==> src/verilog/oivs_pkg.sv <==
// Package for the OTG ID and VBUS status block: register map, fields, resets.
// Assumes a 32-bit Avalon-MM slave with word addresses in bytes.
package oivs_pkg;
    // Register byte offsets
    localparam logic [7:0] OIVS_OTG_CTRL_OFS   = 8'h00;
    localparam logic [7:0] OIVS_USB_STAT_OFS   = 8'h04;
    localparam logic [7:0] OIVS_USB_RISE_OFS   = 8'h08;
    localparam logic [7:0] OIVS_USB_FALL_OFS   = 8'h0c;
    localparam logic [7:0] OIVS_CK_STAT_OFS    = 8'h10;
    localparam logic [7:0] OIVS_CK_RISE_OFS    = 8'h14;
    localparam logic [7:0] OIVS_CK_FALL_OFS    = 8'h18;
    localparam logic [7:0] OIVS_IF_CTRL_OFS    = 8'h1c;
    localparam logic [7:0] OIVS_RID_OFS        = 8'h20;
    localparam logic [7:0] OIVS_EVENT_OFS      = 8'h24;

    // OTG control fields
    localparam int OIVS_PULLUP_BIT    = 0;
    localparam int OIVS_DISCHARGE_BIT = 3;
    localparam int OIVS_CHARGE_BIT    = 4;
    // USB status / enable fields
    localparam int OIVS_VBUS_VALID_FLAG_BIT   = 1;
    localparam int OIVS_SESSION_VALID_FLAG_BIT   = 2;
    localparam int OIVS_SESSION_END_FLAG_BIT   = 3;
    localparam int OIVS_ID_GROUNDED_FLAG_BIT     = 4;
    // Carkit status / enable fields
    localparam int OIVS_ID_FLOATING_FLAG_BIT   = 0;
    // Interface control fields
    localparam int OIVS_EXTSEL_BIT    = 0;
    localparam int OIVS_BYPASS_BIT    = 1;
    localparam int OIVS_INVERT_BIT    = 2;

    // Reset values
    localparam logic [7:0] OIVS_OTG_CTRL_RST = 8'h00;
    localparam logic [7:0] OIVS_EN_RST       = 8'h1f;
    localparam logic [7:0] OIVS_CK_EN_RST    = 8'h00;
    localparam logic [7:0] OIVS_IF_CTRL_RST  = 8'h00;

    // ID resistance codes
    localparam logic [2:0] OIVS_RID_GND   = 3'h0;
    localparam logic [2:0] OIVS_RID_75    = 3'h1;
    localparam logic [2:0] OIVS_RID_102K  = 3'h2;
    localparam logic [2:0] OIVS_RID_200K  = 3'h3;
    localparam logic [2:0] OIVS_RID_FLOAT = 3'h5;

    localparam logic [31:0] OIVS_UNMAPPED = 32'h0000_0000;

    // Raw analog comparator levels
    typedef struct packed {
        logic id_gnd;
        logic id_float;
        logic sess_end;
        logic sess_vld;
        logic vbus_vld;
    } oivs_comp_t;

    // Receive-command event toward the link
    typedef struct packed {
        logic       valid;
        logic       alt_int;
        logic       irq;
        logic [1:0] vbus_state;
    } oivs_rxcmd_t;

    // Bus read answer
    typedef struct packed {
        logic        valid;
        logic [31:0] data;
    } oivs_rsp_t;
endpackage : oivs_pkg

==> src/verilog/oivs_status.sv <==
// OTG ID pin and VBUS comparator status with receive-command events.
// Assumes comparators are asynchronous levels; bus and link share clk_i.
//
// The placing of the registers and the Avalon-MM interface to the registers were left to the implementer.
module oivs_status
    import oivs_pkg::*;
#(
    parameter int SYNC_STAGES = 2
) (
    // Clock and reset
    input  wire logic        clk_i,
    input  wire logic        resetn_i,
    input  wire logic        clk_en_i,
    // Avalon-MM slave
    input  wire logic [7:0]  avs_address_i,
    input  wire logic        avs_read_i,
    input  wire logic        avs_write_i,
    input  wire logic [31:0] avs_writedata_i,
    input  wire logic [3:0]  avs_byteenable_i,
    output logic [31:0]      avs_readdata_o,
    output logic             avs_waitrequest_o,
    // Analog front end
    input  wire oivs_comp_t  comp_i,
    input  wire logic [2:0]  rid_code_i,
    output logic             id_sense_pullup_en_o,
    output logic             vbus_discharge_en_o,
    output logic             vbus_charge_en_o,
    output logic [4:0]       comp_enable_o,
    // Receive command toward the link
    output oivs_rxcmd_t      rxcmd_o
);
    // One stage cannot resolve a metastable comparator edge
    if (SYNC_STAGES < 2) begin : g_bad_sync
        $error("SYNC_STAGES must be at least 2");
    end

    // Control registers
    logic [7:0] otg_ctrl, usb_rise, usb_fall, ck_rise, ck_fall, if_ctrl;
    logic [7:0] next_otg_ctrl, next_usb_rise, next_usb_fall;
    logic [7:0] next_ck_rise, next_ck_fall, next_if_ctrl;
    logic [7:0] event_cnt, next_event_cnt;

    // Bus handshake: one wait cycle, answer on second
    logic        ack;
    logic        wreq_q, next_wreq;
    logic [31:0] rdata, next_rdata;

    // Synchronisers and last sampled levels
    logic [SYNC_STAGES-1:0] sync_q [5];
    logic [4:0] comp_s, comp_last, next_comp_last;
    logic [2:0] rid_q, next_rid_q;
    oivs_rxcmd_t rxcmd, next_rxcmd;

    // Comparator enables: [0]id_floating_flag [1]vbus [2]sess [3]session_end_flag [4]id_grounded_flag
    logic en_session_end_flag, en_vbus, en_id_floating_flag;
    logic [4:0] raw;
    logic ext_vbus;
    logic [4:0] flags;
    logic [4:0] rising, falling;
    logic vbus_report;
    logic wr_hit, rd_hit;

    assign raw = {comp_i.id_gnd, comp_i.sess_end, comp_i.sess_vld,
                  comp_i.vbus_vld, comp_i.id_float};
    assign ext_vbus = 1'b1;
    assign ack      = ~wreq_q;

    // Comparator synchronisers
    always_ff @(posedge clk_i or negedge resetn_i) begin
        if (!resetn_i) begin
            for (int i = 0; i < 5; i++) sync_q[i] <= '0;
        end else if (clk_en_i) begin
            for (int i = 0; i < 5; i++) begin
                sync_q[i] <= {sync_q[i][SYNC_STAGES-2:0], raw[i]};
            end
        end
    end

    always_comb begin
        for (int i = 0; i < 5; i++) comp_s[i] = sync_q[i][SYNC_STAGES-1];
    end

    always_comb begin
        en_session_end_flag = usb_rise[OIVS_SESSION_END_FLAG_BIT] | usb_fall[OIVS_SESSION_END_FLAG_BIT];
        en_vbus    = usb_rise[OIVS_VBUS_VALID_FLAG_BIT] | usb_fall[OIVS_VBUS_VALID_FLAG_BIT];
        en_id_floating_flag = ck_rise[OIVS_ID_FLOATING_FLAG_BIT] | ck_fall[OIVS_ID_FLOATING_FLAG_BIT];
        // Disabled comparators read 0 and cannot toggle spuriously
        flags[0] = comp_s[0] & en_id_floating_flag;
        flags[1] = comp_s[1] & en_vbus;
        flags[2] = comp_s[2];
        flags[3] = comp_s[3] & en_session_end_flag;
        // Weak pull-up keeps ID sensing alive without the strong pull-up
        flags[4] = comp_s[4];
        rising   = flags & ~comp_last;
        falling  = ~flags & comp_last;
        // External indicator selection
        if (!if_ctrl[OIVS_EXTSEL_BIT]) begin
            vbus_report = flags[1];
        end else if (if_ctrl[OIVS_INVERT_BIT]) begin
            vbus_report = 1'b0;
        end else if (if_ctrl[OIVS_BYPASS_BIT]) begin
            vbus_report = ext_vbus;
        end else begin
            vbus_report = flags[1];
        end
    end

    // Event generation
    always_comb begin
        logic [4:0] irq_rise;
        logic [4:0] irq_fall;
        logic       chg;
        irq_rise = {usb_rise[OIVS_ID_GROUNDED_FLAG_BIT], usb_rise[OIVS_SESSION_END_FLAG_BIT],
                    usb_rise[OIVS_SESSION_VALID_FLAG_BIT], usb_rise[OIVS_VBUS_VALID_FLAG_BIT],
                    ck_rise[OIVS_ID_FLOATING_FLAG_BIT]};
        irq_fall = {usb_fall[OIVS_ID_GROUNDED_FLAG_BIT], usb_fall[OIVS_SESSION_END_FLAG_BIT],
                    usb_fall[OIVS_SESSION_VALID_FLAG_BIT], usb_fall[OIVS_VBUS_VALID_FLAG_BIT],
                    ck_fall[OIVS_ID_FLOATING_FLAG_BIT]};
        chg = |(rising | falling);
        next_comp_last = flags;
        next_rid_q     = rid_code_i;
        next_rxcmd.valid   = chg | (|(rising[2] | falling[2]));
        next_rxcmd.irq     = |((rising & irq_rise) | (falling & irq_fall));
        next_rxcmd.alt_int = rising[0] | falling[0];
        next_rxcmd.vbus_state = {vbus_report, flags[2]};
        next_event_cnt = chg ? event_cnt + 8'h01 : event_cnt;
    end

    always_ff @(posedge clk_i or negedge resetn_i) begin
        if (!resetn_i) begin
            comp_last <= '0;
            rid_q     <= '0;
            rxcmd     <= '0;
            event_cnt <= '0;
        end else if (clk_en_i) begin
            comp_last <= next_comp_last;
            rid_q     <= next_rid_q;
            rxcmd     <= next_rxcmd;
            event_cnt <= next_event_cnt;
        end
    end

    // Register access
    function automatic logic [7:0] merge(input logic [7:0] old);
        merge = avs_byteenable_i[0] ? avs_writedata_i[7:0] : old;
    endfunction : merge

    always_comb begin
        // Writes land on the answer edge, reads are fetched one edge earlier
        wr_hit = avs_write_i & ack;
        rd_hit = avs_read_i & ~ack;
        next_wreq = ~((avs_read_i | avs_write_i) & wreq_q);
        next_otg_ctrl = otg_ctrl;
        next_usb_rise = usb_rise;
        next_usb_fall = usb_fall;
        next_ck_rise  = ck_rise;
        next_ck_fall  = ck_fall;
        next_if_ctrl  = if_ctrl;
        next_rdata    = rdata;
        if (wr_hit) begin
            unique case (avs_address_i)
                OIVS_OTG_CTRL_OFS: next_otg_ctrl = merge(otg_ctrl);
                OIVS_USB_RISE_OFS: next_usb_rise = merge(usb_rise);
                OIVS_USB_FALL_OFS: next_usb_fall = merge(usb_fall);
                OIVS_CK_RISE_OFS:  next_ck_rise  = merge(ck_rise);
                OIVS_CK_FALL_OFS:  next_ck_fall  = merge(ck_fall);
                OIVS_IF_CTRL_OFS:  next_if_ctrl  = merge(if_ctrl);
                default: ;
            endcase
        end
        if (rd_hit) begin
            unique case (avs_address_i)
                OIVS_OTG_CTRL_OFS: next_rdata = {24'h0, otg_ctrl};
                OIVS_USB_STAT_OFS: next_rdata = {27'h0, flags[4], flags[3],
                                                  flags[2], flags[1], 1'b0};
                OIVS_USB_RISE_OFS: next_rdata = {24'h0, usb_rise};
                OIVS_USB_FALL_OFS: next_rdata = {24'h0, usb_fall};
                OIVS_CK_STAT_OFS:  next_rdata = {31'h0, flags[0]};
                OIVS_CK_RISE_OFS:  next_rdata = {24'h0, ck_rise};
                OIVS_CK_FALL_OFS:  next_rdata = {24'h0, ck_fall};
                OIVS_IF_CTRL_OFS:  next_rdata = {24'h0, if_ctrl};
                OIVS_RID_OFS:      next_rdata = {29'h0, rid_q};
                OIVS_EVENT_OFS:    next_rdata = {24'h0, event_cnt};
                default:           next_rdata = OIVS_UNMAPPED;
            endcase
        end
    end

    always_ff @(posedge clk_i or negedge resetn_i) begin
        if (!resetn_i) begin
            otg_ctrl <= OIVS_OTG_CTRL_RST;
            usb_rise <= OIVS_EN_RST;
            usb_fall <= OIVS_EN_RST;
            ck_rise  <= OIVS_CK_EN_RST;
            ck_fall  <= OIVS_CK_EN_RST;
            if_ctrl  <= OIVS_IF_CTRL_RST;
            wreq_q   <= 1'b1;
            rdata    <= '0;
        end else if (clk_en_i) begin
            otg_ctrl <= next_otg_ctrl;
            usb_rise <= next_usb_rise;
            usb_fall <= next_usb_fall;
            ck_rise  <= next_ck_rise;
            ck_fall  <= next_ck_fall;
            if_ctrl  <= next_if_ctrl;
            wreq_q   <= next_wreq;
            rdata    <= next_rdata;
        end
    end

    // Outputs registered
    logic pull_q, dis_q, chg_q;
    logic [4:0] cen_q;
    always_ff @(posedge clk_i or negedge resetn_i) begin
        if (!resetn_i) begin
            pull_q <= 1'b0;
            dis_q  <= 1'b0;
            chg_q  <= 1'b0;
            cen_q  <= '0;
        end else if (clk_en_i) begin
            pull_q <= next_otg_ctrl[OIVS_PULLUP_BIT];
            dis_q  <= next_otg_ctrl[OIVS_DISCHARGE_BIT];
            chg_q  <= next_otg_ctrl[OIVS_CHARGE_BIT];
            cen_q  <= {1'b1,
                       next_usb_rise[OIVS_SESSION_END_FLAG_BIT] | next_usb_fall[OIVS_SESSION_END_FLAG_BIT],
                       1'b1,
                       next_usb_rise[OIVS_VBUS_VALID_FLAG_BIT] | next_usb_fall[OIVS_VBUS_VALID_FLAG_BIT],
                       next_ck_rise[OIVS_ID_FLOATING_FLAG_BIT] | next_ck_fall[OIVS_ID_FLOATING_FLAG_BIT]};
        end
    end

    assign avs_readdata_o       = rdata;
    assign avs_waitrequest_o    = wreq_q;
    assign id_sense_pullup_en_o = pull_q;
    assign vbus_discharge_en_o  = dis_q;
    assign vbus_charge_en_o     = chg_q;
    assign comp_enable_o        = cen_q;
    assign rxcmd_o              = rxcmd;
endmodule : oivs_status

==> config.mk <==
export PLATFORM = sky130hd
export DESIGN_NAME = oivs_status
export DESIGN_NICKNAME = d
export VERILOG_FILES = /design/src/verilog/oivs_pkg.sv /design/src/verilog/oivs_status.sv
export SDC_FILE = /design/constraint.sdc
export NUM_CORES = 1
export LEC_CHECK = 0
export BUFFER_PORTS_ARGS = -buffer_cell sky130_fd_sc_hd__clkbuf_2
export CAP_MARGIN = 20
export CORE_MARGIN = 2
export CORE_UTILIZATION = 55
export CTS_CLUSTER_SIZE = 8
export DETAILED_ROUTE_END_ITERATION = 10
export PLACE_DENSITY = 0.82
export SYNTH_ARGS = -nofsm -noshare
export SYNTH_HDL_FRONTEND = slang
export SYNTH_SLANG_ARGS = --single-unit
==> constraint.sdc <==
create_clock -name clk_i -period 2.15 [get_ports clk_i]
set_input_delay 0.215 -clock clk_i [delete_from_list [all_inputs] [get_ports clk_i]]
set_output_delay 0.215 -clock clk_i [all_outputs]
set_load 0.01 [all_outputs]
==> results.ini <==
[status]
status = finished, final reports clean

[grt]
gr-total-overflow = 0
antenna_found_initial = 0
first_global_vias = 3759
grt_max_degree = 49
gr-usage-all-layers_pct = 25.0
grt_pass1_wl_um = 19100

[synth]
synth_edf_count = 0
yosys.area.top_type = dfrtp_1
yosysSeqAreaShare_pct = 47.2
ys.flop_type = dfrtp_1
yosysWarnings = 0
syn_inst = 431
synth-seq-cells = 91
async_flop_share_pct = 100
syn_area_per_cell_sq_um = 11.3
synth_top_area_share_pct = 41.2
syn-cell-area_sq_um = 4860
synthAdderAreaFrac_pct = 2.83
muxShareOfSynthArea_pct = 18.0
ys_types = 61
synth_top_family_by_area = multiplexers
synth_area_leaders = dfrtp_1 41%, mux2_2 15%, dfstp_2 5.9%
synth_compound_area_share_pct = 10.4
synth_xor_area_share_pct = 1.44
synthSimpleGateAreaFrac_pct = 12.9

[final_layout]
synthToLayoutAreaGrowth_pct = 12.4
finalInstanceArea_sq_um = 5460
finalCoreUtilization_pct = 63.3
drive_above_1_share_pct = 36.7
fin_nets = 562
num_antenna_cells = 0
fin_cells = 607

[placement]
dp_hpwl_um = 8260
placed_cells = 590
portBuffers = 51
gp_congestion = 0.915
placed_area_sq_um = 5230

[routing]
wl_um = 11500
drc = 0
wl_per_cell_um = 18.9
vias_per_cell = 6.02
vias = 3654
drtIter0Drc = 333
ant_nets = 0
first_pass_iters = 5

[clock_tree]
cts_buffers = 9
clockBufferDepth = 2
cts_setup_buffers = 0
clkSlewWorstSetupHoldPaths_ps = 90
tritoncts = built
htreeDepth = 3
clock-root-buffer = clkbuf_8
clock_latency_ps = 360
numClockSinks = 91

[floorplan]
die_w_um = 98.0
placementRows = 34
dieArea_sq_um = 9600
core-area_sq_um = 8640
initial_utilization_pct = 56.3
die_h_um = 98.0
pin_count = 103

[setup_path]
reg2reg_from = usb_fall[1]
critPathLaunch = usb_fall[1]
worstPathMaxFanout = 7
crit_type = reg2reg
cp.required_ps = 2390
cp-end-kind = flop
cp-start-kind = flop
crit_arrival_ps = 2210

[timing]
finalCritPeriodShare_pct = 91.7
drv_slew = 0
final_hold_viol_count = 0
hold-worst-slack_ps = 79.5
setup-violations-final = 0
period_needed_ps = 1970
max_freq_ghz = 0.507
finalSetupTns_ps = 0
rsz0062_at_grt = false
skew_ps = 11.6
max-slew-margin-rel_pct = 66.4
worst_pin_slew_ps = 498

[hold_path]
hp-class = in2reg
hp-start = comp_i[3]

[power_and_ir_drop]
power_density_nw_per_um2 = 674
cellLeakagePower_nw = 2.58
ir_drop_mv = 0.300

[job]
maxCapViolCount = 0

## metrics by stage
stage,setup WS (ps),power (mW)
3_3_place_gp,174,2.40
5_1_grt,50.9,3.84
4_1_cts,162,3.70
2_1_floorplan,380,2.26
6_report,179,3.68
3_5_place_dp,163,2.43
## report_power, final
group / total, mW / switching (mW) / internal (mW) / leakage (nW)
Clock: 1.29 / 0.597 / 0.690 / 0.107
Combinational: 0.464 / 0.269 / 0.195 / 1.29
Sequential: 1.93 / 0.114 / 1.82 / 1.18
Total: 3.68 / 0.980 / 2.70 / 2.58
## worst max-delay path, stage by stage, from the launching register on
cell and delay, ps:
dfstp_2 590, o21ai_0 110, buf_4 170, ha_1 290
nand2_1 130, o21a_1 270, nand4_1 150, xnor2_1 140
## cell type report
cell class / count / area, sq um
tap: 108 / 135
inverter: 19 / 71.3
fill: 676 / 3170
sequential: 91 / 2290
clock buffer: 12 / 145
multi-input combinational: 299 / 2300
clock inverter: 4 / 76.3
timing repair buffer: 74 / 445
## kinds of logic (layout without fill, tap and decap cells)
logic type      count (synthesis)  count (layout)
compound gates                 71              71
mux                            79              79
other cells                     1              24
xor+xnor                        8               8
flops                          91              91
buf+inv                        64             109
fa+ha+maj                      11              11
simple gates                  106             106
## cell usage after synthesis, drive strengths merged, types with 8 or more instances
| library cell | n |
|---|---|
| mux2 | 65 |
| dfrtp | 80 |
| nand3 | 9 |
| or3b | 8 |
| o21ai | 19 |
| clkbuf | 8 |
| xnor2 | 8 |
| nand2 | 31 |
| buf | 37 |
| dfstp | 11 |
| ha | 11 |
| inv | 19 |
| mux2i | 14 |
| nor2 | 12 |
## layout by cell type, fill, tap and decap left out, types with 8 or more instances in the layout
cell type   n
mux2i_1    14
clkbuf_8   10
dfrtp_1    80
dfstp_2    11
nand2_1    28
inv_1      19
xnor2_1     8
ha_1       11
or3b_2      8
mux2_2     63
conb_1     24
nor2_1     12
clkbuf_2   50
buf_4      22
o21ai_0    19
nand3_1     9
## metal layers
metal | track usage, % | up-vias | wire (um)
met4 | 9.72 | 0 | 326
met1 | 33.1 | 1810 | 4850
met2 | 41.3 | 168 | 5580
li1 | - | 1650 | -
met3 | 4.22 | 26 | 715
met5 | 0 | - | 0
## sequential cells by signal, indices dropped and copies added (netlist names)
name and flops:
avs_readdata_o 8, ck_fall 8, ck_rise 8, event_cnt 8
if_ctrl 8, otg_ctrl 8, usb_fall 8, usb_rise 8
comp_last 5, comp_s 5, sync_q 5, comp_enable_o 4
rxcmd_o 4, rid_q 3, avs_waitrequest_o 1
## worst paths after layout
kind                            cells past startpoint           end  slack (ps)
worst min register to register                      1  event_cnt[7]         500
worst min-delay path                                2     sync_q[8]          80
min in group asynchronous                           2     sync_q[8]         300
worst max-delay path                                7  event_cnt[5]         180
worst max register to register                      7  event_cnt[5]         180
max in group asynchronous                           3   usb_rise[4]        1240
## timing repair
item                       CTS  global route
resized for setup            0             0
hold buffers                 1             0
setup endpoints to repair    0             0
hold endpoints to repair    18             0
Note: power is estimated with default switching activity, not from simulation.
